<file path="src/tcv_pkg.sv">
// Function
// - Mode 0: pin follows stored level bit
// - Modes 1,4,5: set, toggle, reset on equal
// - Modes 2,3,6,7: channel then period actions
// - Output changes on timer clock edge; mode 0 on level write
// - Control bit 8 selects compare or snapshot
// - Latch load: immediate, or at zero
// - Select 2: period or zero, mode dependent
// - Select 3: load when counter equals latch
// - Bit 11 picks direct or synchronised input
// - Bits 12-13 pick A, B, ground, high
// - Channel 0 flag has own top-priority request
// - Other flags and overflow share one request
// - Vector: even code of highest pending source
// - Vector read clears only highest pending flag
// - Vector write also clears highest pending flag
// - Flag sets on snapshot or equal, enable regardless
// - Overrun on unread second snapshot, software clears
// - Channel request needs flag and enable, software settable
`default_nettype none
package tcv_pkg;
	localparam int          NCH           = 7;
	localparam int          NSH           = 7;
	localparam logic [15:0] ADDR_CTL_BASE = 16'h0182;
	localparam logic [15:0] ADDR_VAL_BASE = 16'h0192;
	localparam logic [15:0] ADDR_VECTOR   = 16'h011E;
	localparam logic [15:0] ADDR_STEP     = 16'h0002;
	localparam logic [15:0] CTL_RESET     = 16'h0000;
	localparam logic [15:0] CTL_WR_MASK   = 16'hFFF7;
	localparam logic [15:0] VEC_NONE      = 16'h0000;
	localparam logic [15:0] VEC_OVERFLOW  = 16'h000E;
	localparam int          B_FLAG        = 0;
	localparam int          B_OVR         = 1;
	localparam int          B_LVL         = 2;
	localparam int          B_IN          = 3;
	localparam int          B_IE          = 4;
	localparam int          B_MODE        = 5;
	localparam int          B_CAP         = 8;
	localparam int          B_LATCH_LOAD_SELECT        = 9;
	localparam int          B_SCS         = 11;
	localparam int          B_ISEL        = 12;
	localparam int          B_EDGE        = 14;

	typedef enum logic [2:0] {
		OM_LEVEL   = 3'h0,
		OM_SET     = 3'h1,
		OM_TGL_RST = 3'h2,
		OM_SET_RST = 3'h3,
		OM_TOGGLE  = 3'h4,
		OM_RESET   = 3'h5,
		OM_TGL_SET = 3'h6,
		OM_RST_SET = 3'h7
	} tcv_outmode_t;

	typedef enum logic [1:0] {
		LD_NOW    = 2'h0,
		LD_ZERO   = 2'h1,
		LD_PERIOD = 2'h2,
		LD_MATCH  = 2'h3
	} tcv_load_t;

	typedef enum logic [1:0] {
		IS_A   = 2'h0,
		IS_B   = 2'h1,
		IS_GND = 2'h2,
		IS_VCC = 2'h3
	} tcv_insel_t;

	typedef enum logic [1:0] {
		ED_NONE = 2'h0,
		ED_RISE = 2'h1,
		ED_FALL = 2'h2,
		ED_BOTH = 2'h3
	} tcv_edge_t;
endpackage : tcv_pkg
`default_nettype wire

</file>
<file path="src/tcv_vec_if.sv">
`timescale 1ns/1ps
`default_nettype none
interface tcv_vec_if;
	logic [tcv_pkg::NSH-1:0] pend;
	logic [tcv_pkg::NSH-1:0] top;
	logic [15:0]             code;
	modport src (output pend, input top, input code);
	modport enc (input pend, output top, output code);
endinterface : tcv_vec_if
`default_nettype wire

</file>
<file path="src/tcv_vector_enc.sv">
`timescale 1ns/1ps
`default_nettype none
module tcv_vector_enc (
	tcv_vec_if.enc vif
);
	// Lowest index wins: channel 1 first, overflow last
	always_comb begin
		vif.top  = '0;
		vif.code = tcv_pkg::VEC_NONE;
		for (int i = tcv_pkg::NSH - 1; i >= 0; i--) begin
			if (vif.pend[i]) begin
				vif.top    = '0;
				vif.top[i] = 1'b1;
				vif.code   = 16'(2 * (i + 1));
			end
		end
	end
endmodule : tcv_vector_enc
`default_nettype wire

</file>
<file path="src/tcv_channel_ctrl.sv">
`timescale 1ns/1ps
`default_nettype none
module tcv_channel_ctrl (
	input  wire logic                    clock,
	input  wire logic                    rst_n,
	input  wire logic [15:0]             bus_addr,
	input  wire logic [15:0]             bus_wdata,
	input  wire logic                    bus_wr,
	input  wire logic                    bus_rd,
	output logic      [15:0]             bus_rdata,
	input  wire logic [15:0]             counter_value,
	input  wire logic                    count_step,
	input  wire logic                    count_updown,
	input  wire logic                    counter_wrap,
	input  wire logic                    ch0_irq_accept,
	input  wire logic [tcv_pkg::NCH-1:0] snapshot_input_a,
	input  wire logic [tcv_pkg::NCH-1:0] snapshot_input_b,
	output logic      [tcv_pkg::NCH-1:0] out_pin,
	output logic      [15:0]             period_latch,
	output logic                         irq_ch0,
	output logic                         irq_shared
);
	typedef struct packed {
		logic [tcv_pkg::NCH-1:0][15:0] ctl;
		logic [tcv_pkg::NCH-1:0][15:0] ccr;
		logic [tcv_pkg::NCH-1:0][15:0] latch;
		logic [tcv_pkg::NCH-1:0]       outq;
		logic [tcv_pkg::NCH-1:0]       a_meta;
		logic [tcv_pkg::NCH-1:0]       a_sync;
		logic [tcv_pkg::NCH-1:0]       b_meta;
		logic [tcv_pkg::NCH-1:0]       b_sync;
		logic [tcv_pkg::NCH-1:0]       sel_stage;
		logic [tcv_pkg::NCH-1:0]       sel_prev;
		logic [tcv_pkg::NCH-1:0]       unread;
		logic                          ovf_flag;
		logic [15:0]                   rdata;
	} tcv_state_t;

	tcv_state_t state_reg;
	tcv_state_t state_next;
	tcv_vec_if  vif ();

	function automatic logic addr_hit(input logic [15:0] a, input logic [15:0] base, input int i);
		addr_hit = (a == base + tcv_pkg::ADDR_STEP * 16'(i));
	endfunction : addr_hit

	tcv_vector_enc u_vec (
		.vif (vif)
	);

	genvar g;
	generate
		for (g = 1; g < tcv_pkg::NCH; g++) begin : g_pend
			assign vif.pend[g-1] = state_reg.ctl[g][tcv_pkg::B_FLAG];
		end
	endgenerate
	assign vif.pend[tcv_pkg::NSH-1] = state_reg.ovf_flag;

	logic [tcv_pkg::NCH-1:0] shared_req;
	always_comb begin
		shared_req = '0;
		for (int i = 1; i < tcv_pkg::NCH; i++) begin
			shared_req[i] = state_reg.ctl[i][tcv_pkg::B_FLAG] & state_reg.ctl[i][tcv_pkg::B_IE];
		end
	end

	// Overflow enable lives in the counter control word; the flag is passed in already qualified
	assign irq_ch0      = state_reg.ctl[0][tcv_pkg::B_FLAG] & state_reg.ctl[0][tcv_pkg::B_IE];
	assign irq_shared   = (|shared_req) | state_reg.ovf_flag;
	assign out_pin      = state_reg.outq;
	assign period_latch = state_reg.latch[0];
	assign bus_rdata    = state_reg.rdata;

	always_comb begin
		logic                  vec_access;
		logic                  cur;
		logic                  now;
		logic                  edge_hit;
		logic                  eq_ev;
		logic                  per_ev;
		logic                  snap;
		logic                  load_ev;
		logic                  ctl_wr;
		logic                  ccr_wr;
		tcv_pkg::tcv_outmode_t om;
		state_next = state_reg;
		vec_access = (bus_rd | bus_wr) && bus_addr == tcv_pkg::ADDR_VECTOR;
		cur        = 1'b0;
		now        = 1'b0;
		edge_hit   = 1'b0;
		eq_ev      = 1'b0;
		per_ev     = 1'b0;
		snap       = 1'b0;
		load_ev    = 1'b0;
		ctl_wr     = 1'b0;
		ccr_wr     = 1'b0;
		om         = tcv_pkg::OM_LEVEL;

		state_next.a_meta = snapshot_input_a;
		state_next.a_sync = state_reg.a_meta;
		state_next.b_meta = snapshot_input_b;
		state_next.b_sync = state_reg.b_meta;

		if (bus_rd) begin
			state_next.rdata = 16'h0000;
			if (bus_addr == tcv_pkg::ADDR_VECTOR)
				state_next.rdata = vif.code;
			for (int i = 0; i < tcv_pkg::NCH; i++) begin
				if (addr_hit(bus_addr, tcv_pkg::ADDR_CTL_BASE, i))
					state_next.rdata = state_reg.ctl[i];
				if (addr_hit(bus_addr, tcv_pkg::ADDR_VAL_BASE, i))
					state_next.rdata = state_reg.ccr[i];
			end
		end

		for (int i = 0; i < tcv_pkg::NCH; i++) begin
			unique case (tcv_pkg::tcv_insel_t'(state_reg.ctl[i][tcv_pkg::B_ISEL +: 2]))
				tcv_pkg::IS_A:   cur = state_reg.a_sync[i];
				tcv_pkg::IS_B:   cur = state_reg.b_sync[i];
				tcv_pkg::IS_GND: cur = 1'b0;
				tcv_pkg::IS_VCC: cur = 1'b1;
			endcase
			// Direct path still has the pin synchronisers; the clocked path adds one timer stage
			state_next.sel_stage[i] = cur;
			now = state_reg.ctl[i][tcv_pkg::B_SCS] ? state_reg.sel_stage[i] : cur;
			state_next.sel_prev[i] = now;
			unique case (tcv_pkg::tcv_edge_t'(state_reg.ctl[i][tcv_pkg::B_EDGE +: 2]))
				tcv_pkg::ED_NONE: edge_hit = 1'b0;
				tcv_pkg::ED_RISE: edge_hit = now & ~state_reg.sel_prev[i];
				tcv_pkg::ED_FALL: edge_hit = ~now & state_reg.sel_prev[i];
				tcv_pkg::ED_BOTH: edge_hit = now ^ state_reg.sel_prev[i];
			endcase

			eq_ev  = count_step && counter_value == state_reg.latch[i];
			per_ev = count_step && counter_value == state_reg.latch[0];
			// Mode switch is not guarded against a coincident edge; software orders the two
			snap   = state_reg.ctl[i][tcv_pkg::B_CAP] & edge_hit;
			ctl_wr = bus_wr && addr_hit(bus_addr, tcv_pkg::ADDR_CTL_BASE, i);
			ccr_wr = bus_wr && addr_hit(bus_addr, tcv_pkg::ADDR_VAL_BASE, i);

			if (ctl_wr)
				state_next.ctl[i] = (bus_wdata & tcv_pkg::CTL_WR_MASK)
					| (state_reg.ctl[i] & ~tcv_pkg::CTL_WR_MASK);
			state_next.ctl[i][tcv_pkg::B_IN] = now;
			if (i == 0 && ch0_irq_accept)
				state_next.ctl[i][tcv_pkg::B_FLAG] = 1'b0;
			if (i > 0 && vec_access && vif.top[i-1])
				state_next.ctl[i][tcv_pkg::B_FLAG] = 1'b0;
			// Hardware set beats any clear in the same cycle
			if (state_reg.ctl[i][tcv_pkg::B_CAP] ? snap : eq_ev)
				state_next.ctl[i][tcv_pkg::B_FLAG] = 1'b1;
			if (snap && state_reg.unread[i])
				state_next.ctl[i][tcv_pkg::B_OVR] = 1'b1;

			if (bus_rd && addr_hit(bus_addr, tcv_pkg::ADDR_VAL_BASE, i))
				state_next.unread[i] = 1'b0;
			if (ccr_wr)
				state_next.ccr[i] = bus_wdata;
			if (snap) begin
				state_next.ccr[i]    = counter_value;
				state_next.unread[i] = 1'b1;
			end

			unique case (tcv_pkg::tcv_load_t'(state_reg.ctl[i][tcv_pkg::B_LATCH_LOAD_SELECT +: 2]))
				tcv_pkg::LD_NOW:    load_ev = 1'b0;
				tcv_pkg::LD_ZERO:   load_ev = count_step && counter_value == 16'h0000;
				tcv_pkg::LD_PERIOD: load_ev = count_step && (counter_value == 16'h0000
					|| (count_updown && counter_value == state_reg.latch[0]));
				tcv_pkg::LD_MATCH:  load_ev = eq_ev;
			endcase
			if (ccr_wr && state_reg.ctl[i][tcv_pkg::B_LATCH_LOAD_SELECT +: 2] == 2'(tcv_pkg::LD_NOW))
				state_next.latch[i] = bus_wdata;
			else if (load_ev)
				state_next.latch[i] = state_reg.ccr[i];

			om = tcv_pkg::tcv_outmode_t'(state_reg.ctl[i][tcv_pkg::B_MODE +: 3]);
			unique case (om)
				tcv_pkg::OM_LEVEL:
					state_next.outq[i] = state_reg.ctl[i][tcv_pkg::B_LVL];
				tcv_pkg::OM_SET:
					if (eq_ev) state_next.outq[i] = 1'b1;
				tcv_pkg::OM_TOGGLE:
					if (eq_ev) state_next.outq[i] = ~state_reg.outq[i];
				tcv_pkg::OM_RESET:
					if (eq_ev) state_next.outq[i] = 1'b0;
				tcv_pkg::OM_TGL_RST: begin
					if (eq_ev) state_next.outq[i] = ~state_reg.outq[i];
					if (per_ev) state_next.outq[i] = 1'b0;
				end
				tcv_pkg::OM_SET_RST: begin
					if (eq_ev) state_next.outq[i] = 1'b1;
					if (per_ev) state_next.outq[i] = 1'b0;
				end
				tcv_pkg::OM_TGL_SET: begin
					if (eq_ev) state_next.outq[i] = ~state_reg.outq[i];
					if (per_ev) state_next.outq[i] = 1'b1;
				end
				tcv_pkg::OM_RST_SET: begin
					if (eq_ev) state_next.outq[i] = 1'b0;
					if (per_ev) state_next.outq[i] = 1'b1;
				end
			endcase
		end

		if (vec_access && vif.top[tcv_pkg::NSH-1])
			state_next.ovf_flag = 1'b0;
		if (counter_wrap)
			state_next.ovf_flag = 1'b1;
	end

	always_ff @(posedge clock) begin
		if (!rst_n) begin
			state_reg <= '0;
			for (int i = 0; i < tcv_pkg::NCH; i++) begin
				state_reg.ctl[i] <= tcv_pkg::CTL_RESET;
			end
		end else begin
			state_reg <= state_next;
		end
	end
endmodule : tcv_channel_ctrl
`default_nettype wire

</file>
<file path="config.mk">
export PLATFORM = sky130hd
export DESIGN_NAME = tcv_channel_ctrl
export DESIGN_NICKNAME = d
export VERILOG_FILES = /design/src/tcv_pkg.sv /design/src/tcv_vec_if.sv /design/src/tcv_vector_enc.sv /design/src/tcv_channel_ctrl.sv
export SDC_FILE = /design/constraint.sdc
export NUM_CORES = 1
export LEC_CHECK = 0
export BUFFER_PORTS_ARGS = -buffer_cell sky130_fd_sc_hd__buf_4
export CAP_MARGIN = 20
export CORE_UTILIZATION = 45
export DETAILED_ROUTE_END_ITERATION = 8
export SLEW_MARGIN = 15
export SYNTH_ARGS = -nofsm -noshare
export SYNTH_HDL_FRONTEND = slang
export SYNTH_HIERARCHICAL = 1
export SYNTH_SLANG_ARGS = --single-unit
</file>
<file path="constraint.sdc">
create_clock -name clock -period 3.8 [get_ports clock]
set_clock_uncertainty 0.2 [all_clocks]
set_input_delay 0.19 -clock clock [delete_from_list [all_inputs] [get_ports clock]]
set_output_delay 0.19 -clock clock [all_outputs]
set_load 0.005 [all_outputs]
</file>
==> metrics.txt, run 1 <==
grt ovf 0; pwr/cell area 358 mW/mm2; Ys Warns 6; clk_lat worst skew 0.60 ns; antenna violations before repair 0; die width 229 um; commonest non-fill, non-tap cell in the layout dfxtp_1; share of power burned in registers 0.448; Pre-antenna DRT Iters 9; static leakage 9.42 nW; Post-Syn Area per Cell 8.58 um2; die area 0.0523 mm2; critical path endpoint category flip-flop; Post-Syn Instances 2697; clock network fraction of total power 0.478; First DRT Iteration DRCs 3211; Site Rows 82; fin worst setup slack 0.358 ns; ys flop type dfxtp_1; I/O pin cnt 111; Combinational Power Share 0.074; Total Routing Usage GR 0.356; MaxCap Viol Count 0; Slew HR 0.293; Synth cell types 94; GPL Wtd Cong 1.02; largest net degree at the start of global routing 192; total chip power 9.46 mW; P_int 7.10 mW; CP Data Arrival Time 3.75 ns; register area share after synthesis 0.348; Crit path required time 4.11 ns; TNS Setup 0 ns; Antenna Violating Nets Remaining 0; P_sw 2.36 mW; Final Hold Vio Count 0; number of synthesized flops with an enable pin 0; sequential cell area 0.00805 mm2; vias per cell 6.35; clk sinks 402; DR vias 21800; Sw Share 0.249; H-tree depth 2; clk slew on worst S/H paths 0.07 ns; status complete, but fails checks; HPWL after detailed placement 65.9 mm; CTS Buffer Depth 3; first-pass GRT wire length 139 mm; Final period util 0.906; DRC 5; max reg flops 349; fill cell count 4773; WL final 95.4 mm; critical path launch point type flip-flop; RSZ-0062 raised after global routing no; nets@finish 2826; Routed WL per cell 27.8 um; area taken by multi-input logic gates 0.0136 mm2; flops & latches, synth 402; layout cell share with drive strength beyond 1 0.166; cts repair resizes 0; postcts setup bufs 0; failing checks DRC; fraction of registers with async set/reset 0; vias in the first global route 20200; CTS tree done; CTS Hold Bufs 69; core area 0.0505 mm2; Die Y 229 um; Worst-Margin Slew 1.06 ns; clk root buf clkbuf_16; Worst VDD drop 0.306 mV; area grow syn2layout 14.3%; DP Worst Slack 0.382 ns; Hold WC Path Type input port to flip-flop; Initial Util 0.458; number of port buffers 110; CP Class flip-flop to flip-flop; Final min period 3.44 ns; fmax 291 MHz; TritonCTS buffer count 46; # setup viols final 0; final slew viol count 0; commonest cells after routing, fill and taps aside dfxtp_1, nand2_1, mux2i_1; mapped cell area 0.0231 mm2; CP max FO 16
cells in the mapped netlist (20+ instances only):
| cell | count | area, um2 |
|---|---|---|
| dfxtp_1 | 402 | 8050 |
| nand2_1 | 338 | 1270 |
| mux2i_1 | 241 | 2410 |
| nor2_1 | 191 | 717 |
| clkbuf_1 | 187 | 702 |
| a211oi_1 | 150 | 1130 |
| a21oi_1 | 150 | 751 |
| xnor2_1 | 82 | 718 |
| o21ai_0 | 69 | 345 |
| mux2_2 | 65 | 732 |
| buf_4 | 56 | 420 |
| a2111oi_0 | 48 | 420 |
| and2_1 | 41 | 257 |
| inv_1 | 36 | 135 |
| nand3_1 | 36 | 180 |
| buf_1 | 35 | 131 |
| xor2_1 | 32 | 280 |
| a211oi_2 | 30 | 375 |
| nor3_1 | 29 | 145 |
| buf_2 | 27 | 135 |
| nand4_1 | 27 | 169 |
| ha_1 | 26 | 325 |
| nor2b_1 | 26 | 163 |
| a222oi_1 | 22 | 220 |
| o22ai_1 | 21 | 131 |
| a2111oi_1 | 20 | 200 |
cell type report:
class | instances | share of cell area
diodes | 1 | 0.0000947
clock buffers | 68 | 0.0524
clock inverters | 10 | 0.00417
inverters | 37 | 0.00554
multi-input cells | 1956 | 0.513
flip-flops and latches | 402 | 0.304
well taps | 672 | 0.0318
repair buffers | 287 | 0.0885
stage by stage:
stage	cells	hold WS, ns	cell area [um2]	utilization
floorplan	2709	0.114	23200	-
global placement	3285	0.197	24200	0.480
detailed placement	3285	0.202	24200	0.480
CTS	3432	0.0709	26400	0.523
global route	3432	0.132	26400	0.524
finish	3433	0.0792	26400	0.524
path summary, 6_finish.rpt:
path	cells past startpoint	startpoint	end	slack (ns)
hold / removal	5	bus_addr[1]	bus_rdata[5]	0.08
hold reg to reg	1	state_next[53]	state_reg[53]	0.23
setup / recovery	13	state_reg[341]	state_reg[223]	0.36
setup reg to reg	13	state_reg[341]	state_reg[223]	0.36
worst max-delay path, cell delays in order, from the launching register on:
cell	delay, ns
dfxtp_1	0.43
nor2_1	0.07
nand2_1	0.06
nand2_1	0.06
mux2i_1	0.24
inv_1	0.08
ha_1	0.28
nor2b_1	0.11
o21ai_0	0.13
a21boi_2	0.37
buf_4	0.37
mux2i_1	0.13
dlygate4sd3_1	0.59
a211oi_1	0.24
cell families (layout without fill, tap and decap cells):
family | after synthesis | in the layout | synth area share
adders and majority gates | 26 | 26 | 0.0141
DFF | 402 | 402 | 0.348
buffers and inverters | 351 | 402 | 0.0704
muxes | 306 | 306 | 0.136
and+or+nand+nor | 806 | 806 | 0.168
other | 1 | 14 | 0.000162
xor gates and xnor gates | 114 | 114 | 0.0432
AOI/OAI and AO/OA | 691 | 691 | 0.220
routing by layer:
metal,vias to the layer above,routed length [um],GRT usage
li1,9796,-,-
met1,10600,41100,0.504
met2,1258,40100,0.521
met3,197,10300,0.0749
met4,0,3920,0.149
met5,-,0,0
power groups by stage:
stage	clock network, mW	registers [mW]	logic [mW]
finish	4.52	4.24	0.700
global route	4.71	4.24	0.729
CTS	4.56	4.24	0.682
detailed placement	0	4.33	0.625
global placement	0	4.33	0.622
floorplan	0	4.33	0.365
No activity file was read; power rests on OpenSTA's default activity.
==> inputs of run 2 (changes only) <==
--- a/config.mk
+++ b/config.mk
@@ -6,9 +6,10 @@
 export NUM_CORES = 1
 export LEC_CHECK = 0
 export BUFFER_PORTS_ARGS = -buffer_cell sky130_fd_sc_hd__buf_4
-export CAP_MARGIN = 20
+export CAP_MARGIN = 10
 export CORE_UTILIZATION = 45
 export DETAILED_ROUTE_END_ITERATION = 8
+export RECOVER_POWER = 50
 export SLEW_MARGIN = 15
 export SYNTH_ARGS = -nofsm -noshare
 export SYNTH_HDL_FRONTEND = slang
==> metrics.txt, run 2 (synthesis gave the netlist of run 1 again) <==
most used cell along the critical path clkbuf_1; die area 0.0523 mm2 (unchanged); static leakage 9.32 nW (-1.0%); largest net degree at the start of global routing 192 (unchanged); Slew HR -0.206 (-0.499); RSZ-0062 raised after global routing no; layout cell share with drive strength beyond 1 0.158 (-0.00797); worst path cell trace clkbuf_1 > nor4b_1 > and2_0 > clkbuf_1 > a222oi_1 > o221a_2 > o21ai_0; H-tree depth 2 (unchanged); Initial Util 0.458 (unchanged); Crit path max-delay family buffers and inverters; Worst-Margin Slew 1.81 ns (+0.749 ns); Routed WL per cell 27.8 um (about the same); failing checks capacitance limit, slew limit; Hold WC Path Type input port to flip-flop; pwr/cell area 359 mW/mm2 (+0.39%); Final period util 0.940 (+0.0340); Die Y 229 um (unchanged); GPL Wtd Cong 1.02 (unchanged); fin worst setup slack 0.228 ns (-0.129 ns); DRC 0 (-5); clk root buf clkbuf_16; HPWL after detailed placement 65.9 mm (unchanged); critical path endpoint category flip-flop; status complete, but fails checks; Pre-antenna DRT Iters 6 (-3); nets@finish 2826 (unchanged); max incr delay on CP 1.24 ns (+0.65 ns); DP Worst Slack 0.382 ns (unchanged); I/O pin cnt 111 (unchanged); CTS Buffer Depth 3 (unchanged); die width 229 um (unchanged); TritonCTS buffer count 46 (unchanged); grt ovf 0 (unchanged); Crit path required time 4.11 ns (about the same); CP Data Arrival Time 3.89 ns (+0.14 ns); fmax 280 MHz (-3.6%); WL final 95.4 mm (about the same); Antenna Violating Nets Remaining 0 (unchanged); CP Class input port to flip-flop; fill cell count 4791 (+0.38%); first-pass GRT wire length 139 mm (unchanged); area grow syn2layout 13.9%; CP max FO 31 (+15); vias in the first global route 20200 (unchanged); CTS tree done; vias per cell 6.37 (+0.26%); TNS Setup 0 ns (unchanged); clk_lat worst skew 0.60 ns (about the same); critical path launch point type input port; Final min period 3.57 ns (+0.129 ns); # setup viols final 0 (unchanged); commonest cells after routing, fill and taps aside dfxtp_1, nand2_1, mux2i_1; Slowest cell on crit path clkbuf_1; First DRT Iteration DRCs 3054 (-4.9%); cts repair resizes 0 (unchanged); number of port buffers 110 (unchanged); clk slew on worst S/H paths 0.06 ns (about the same); commonest non-fill, non-tap cell in the layout dfxtp_1; core area 0.0505 mm2 (unchanged); clk sinks 402 (unchanged); final slew viol count 112 (+112); Total Routing Usage GR 0.356 (unchanged); Worst Path Buf+Inv 2 (-1); max reg flops 349 (unchanged); Worst VDD drop 0.306 mV (+0.19%); DR vias 21900 (+0.26%); MaxCap Viol Count 2 (+2); antenna violations before repair 0 (unchanged); Final Hold Vio Count 0 (unchanged); Site Rows 82 (unchanged)
[run 2: metal layers]
layer  vias up  GRT usage  share of wire
met5         -          0              0
met4         0      0.149          0.043
met3       209     0.0749           0.11
met2      1236      0.521           0.42
met1     10600      0.504           0.43
li1       9790          -              -
[run 2: through the flow]
stage          cells  area [um2]  hold WS [ns]  power [mW]   util
2_1_floorplan   2709       23200         0.114        4.70      -
3_3_place_gp    3285       24200         0.197        4.96  0.480
3_5_place_dp    3285       24200         0.202        4.96  0.480
4_1_cts         3432       26400        0.0709        9.48  0.523
5_1_grt         3432       26300         0.132        9.68  0.522
6_report        3433       26300        0.0820        9.46  0.522
[run 2: layout make-up]
cell class              count  area [um2]  area share
inverters                  37         146     0.00556
well taps                 672         841      0.0319
clock buffers              68        1390      0.0526
repair buffers            287        2260      0.0860
multi-input cells        1956       13500       0.514
flip-flops and latches    402        8050       0.306
diodes                      1        2.50   0.0000950
clock inverters            10         110     0.00418
[run 2: repair_timing]
action,in CTS,in global routing
buffers inserted,0,0
hold buffers,69,0
endpoints found under the hold margin,270,0
[run 2: final timing paths]
check / cells past startpoint / slack (ns) / to / startpoint
max: 7 / 0.23 / bus_rdata[2] / bus_addr[4]
min: 5 / 0.08 / bus_rdata[5] / bus_addr[1]
max reg2reg: 13 / 0.35 / state_reg[223] / state_reg[341]
min reg2reg: 1 / 0.23 / state_reg[53] / state_next[53]
[run 2: worst min-delay path, stage by stage]
cell	delay [ns]
buf_4	0.18
o211ai_1	0.10
nand3_1	0.09
a21oi_1	0.06
o21ai_0	0.20
[run 2: power by group]
part / switching [mW] / internal, mW
logic: 0.471 / 0.225
clock network: 1.88 / 2.64
registers: 0.00768 / 4.23
total: 2.36 / 7.10
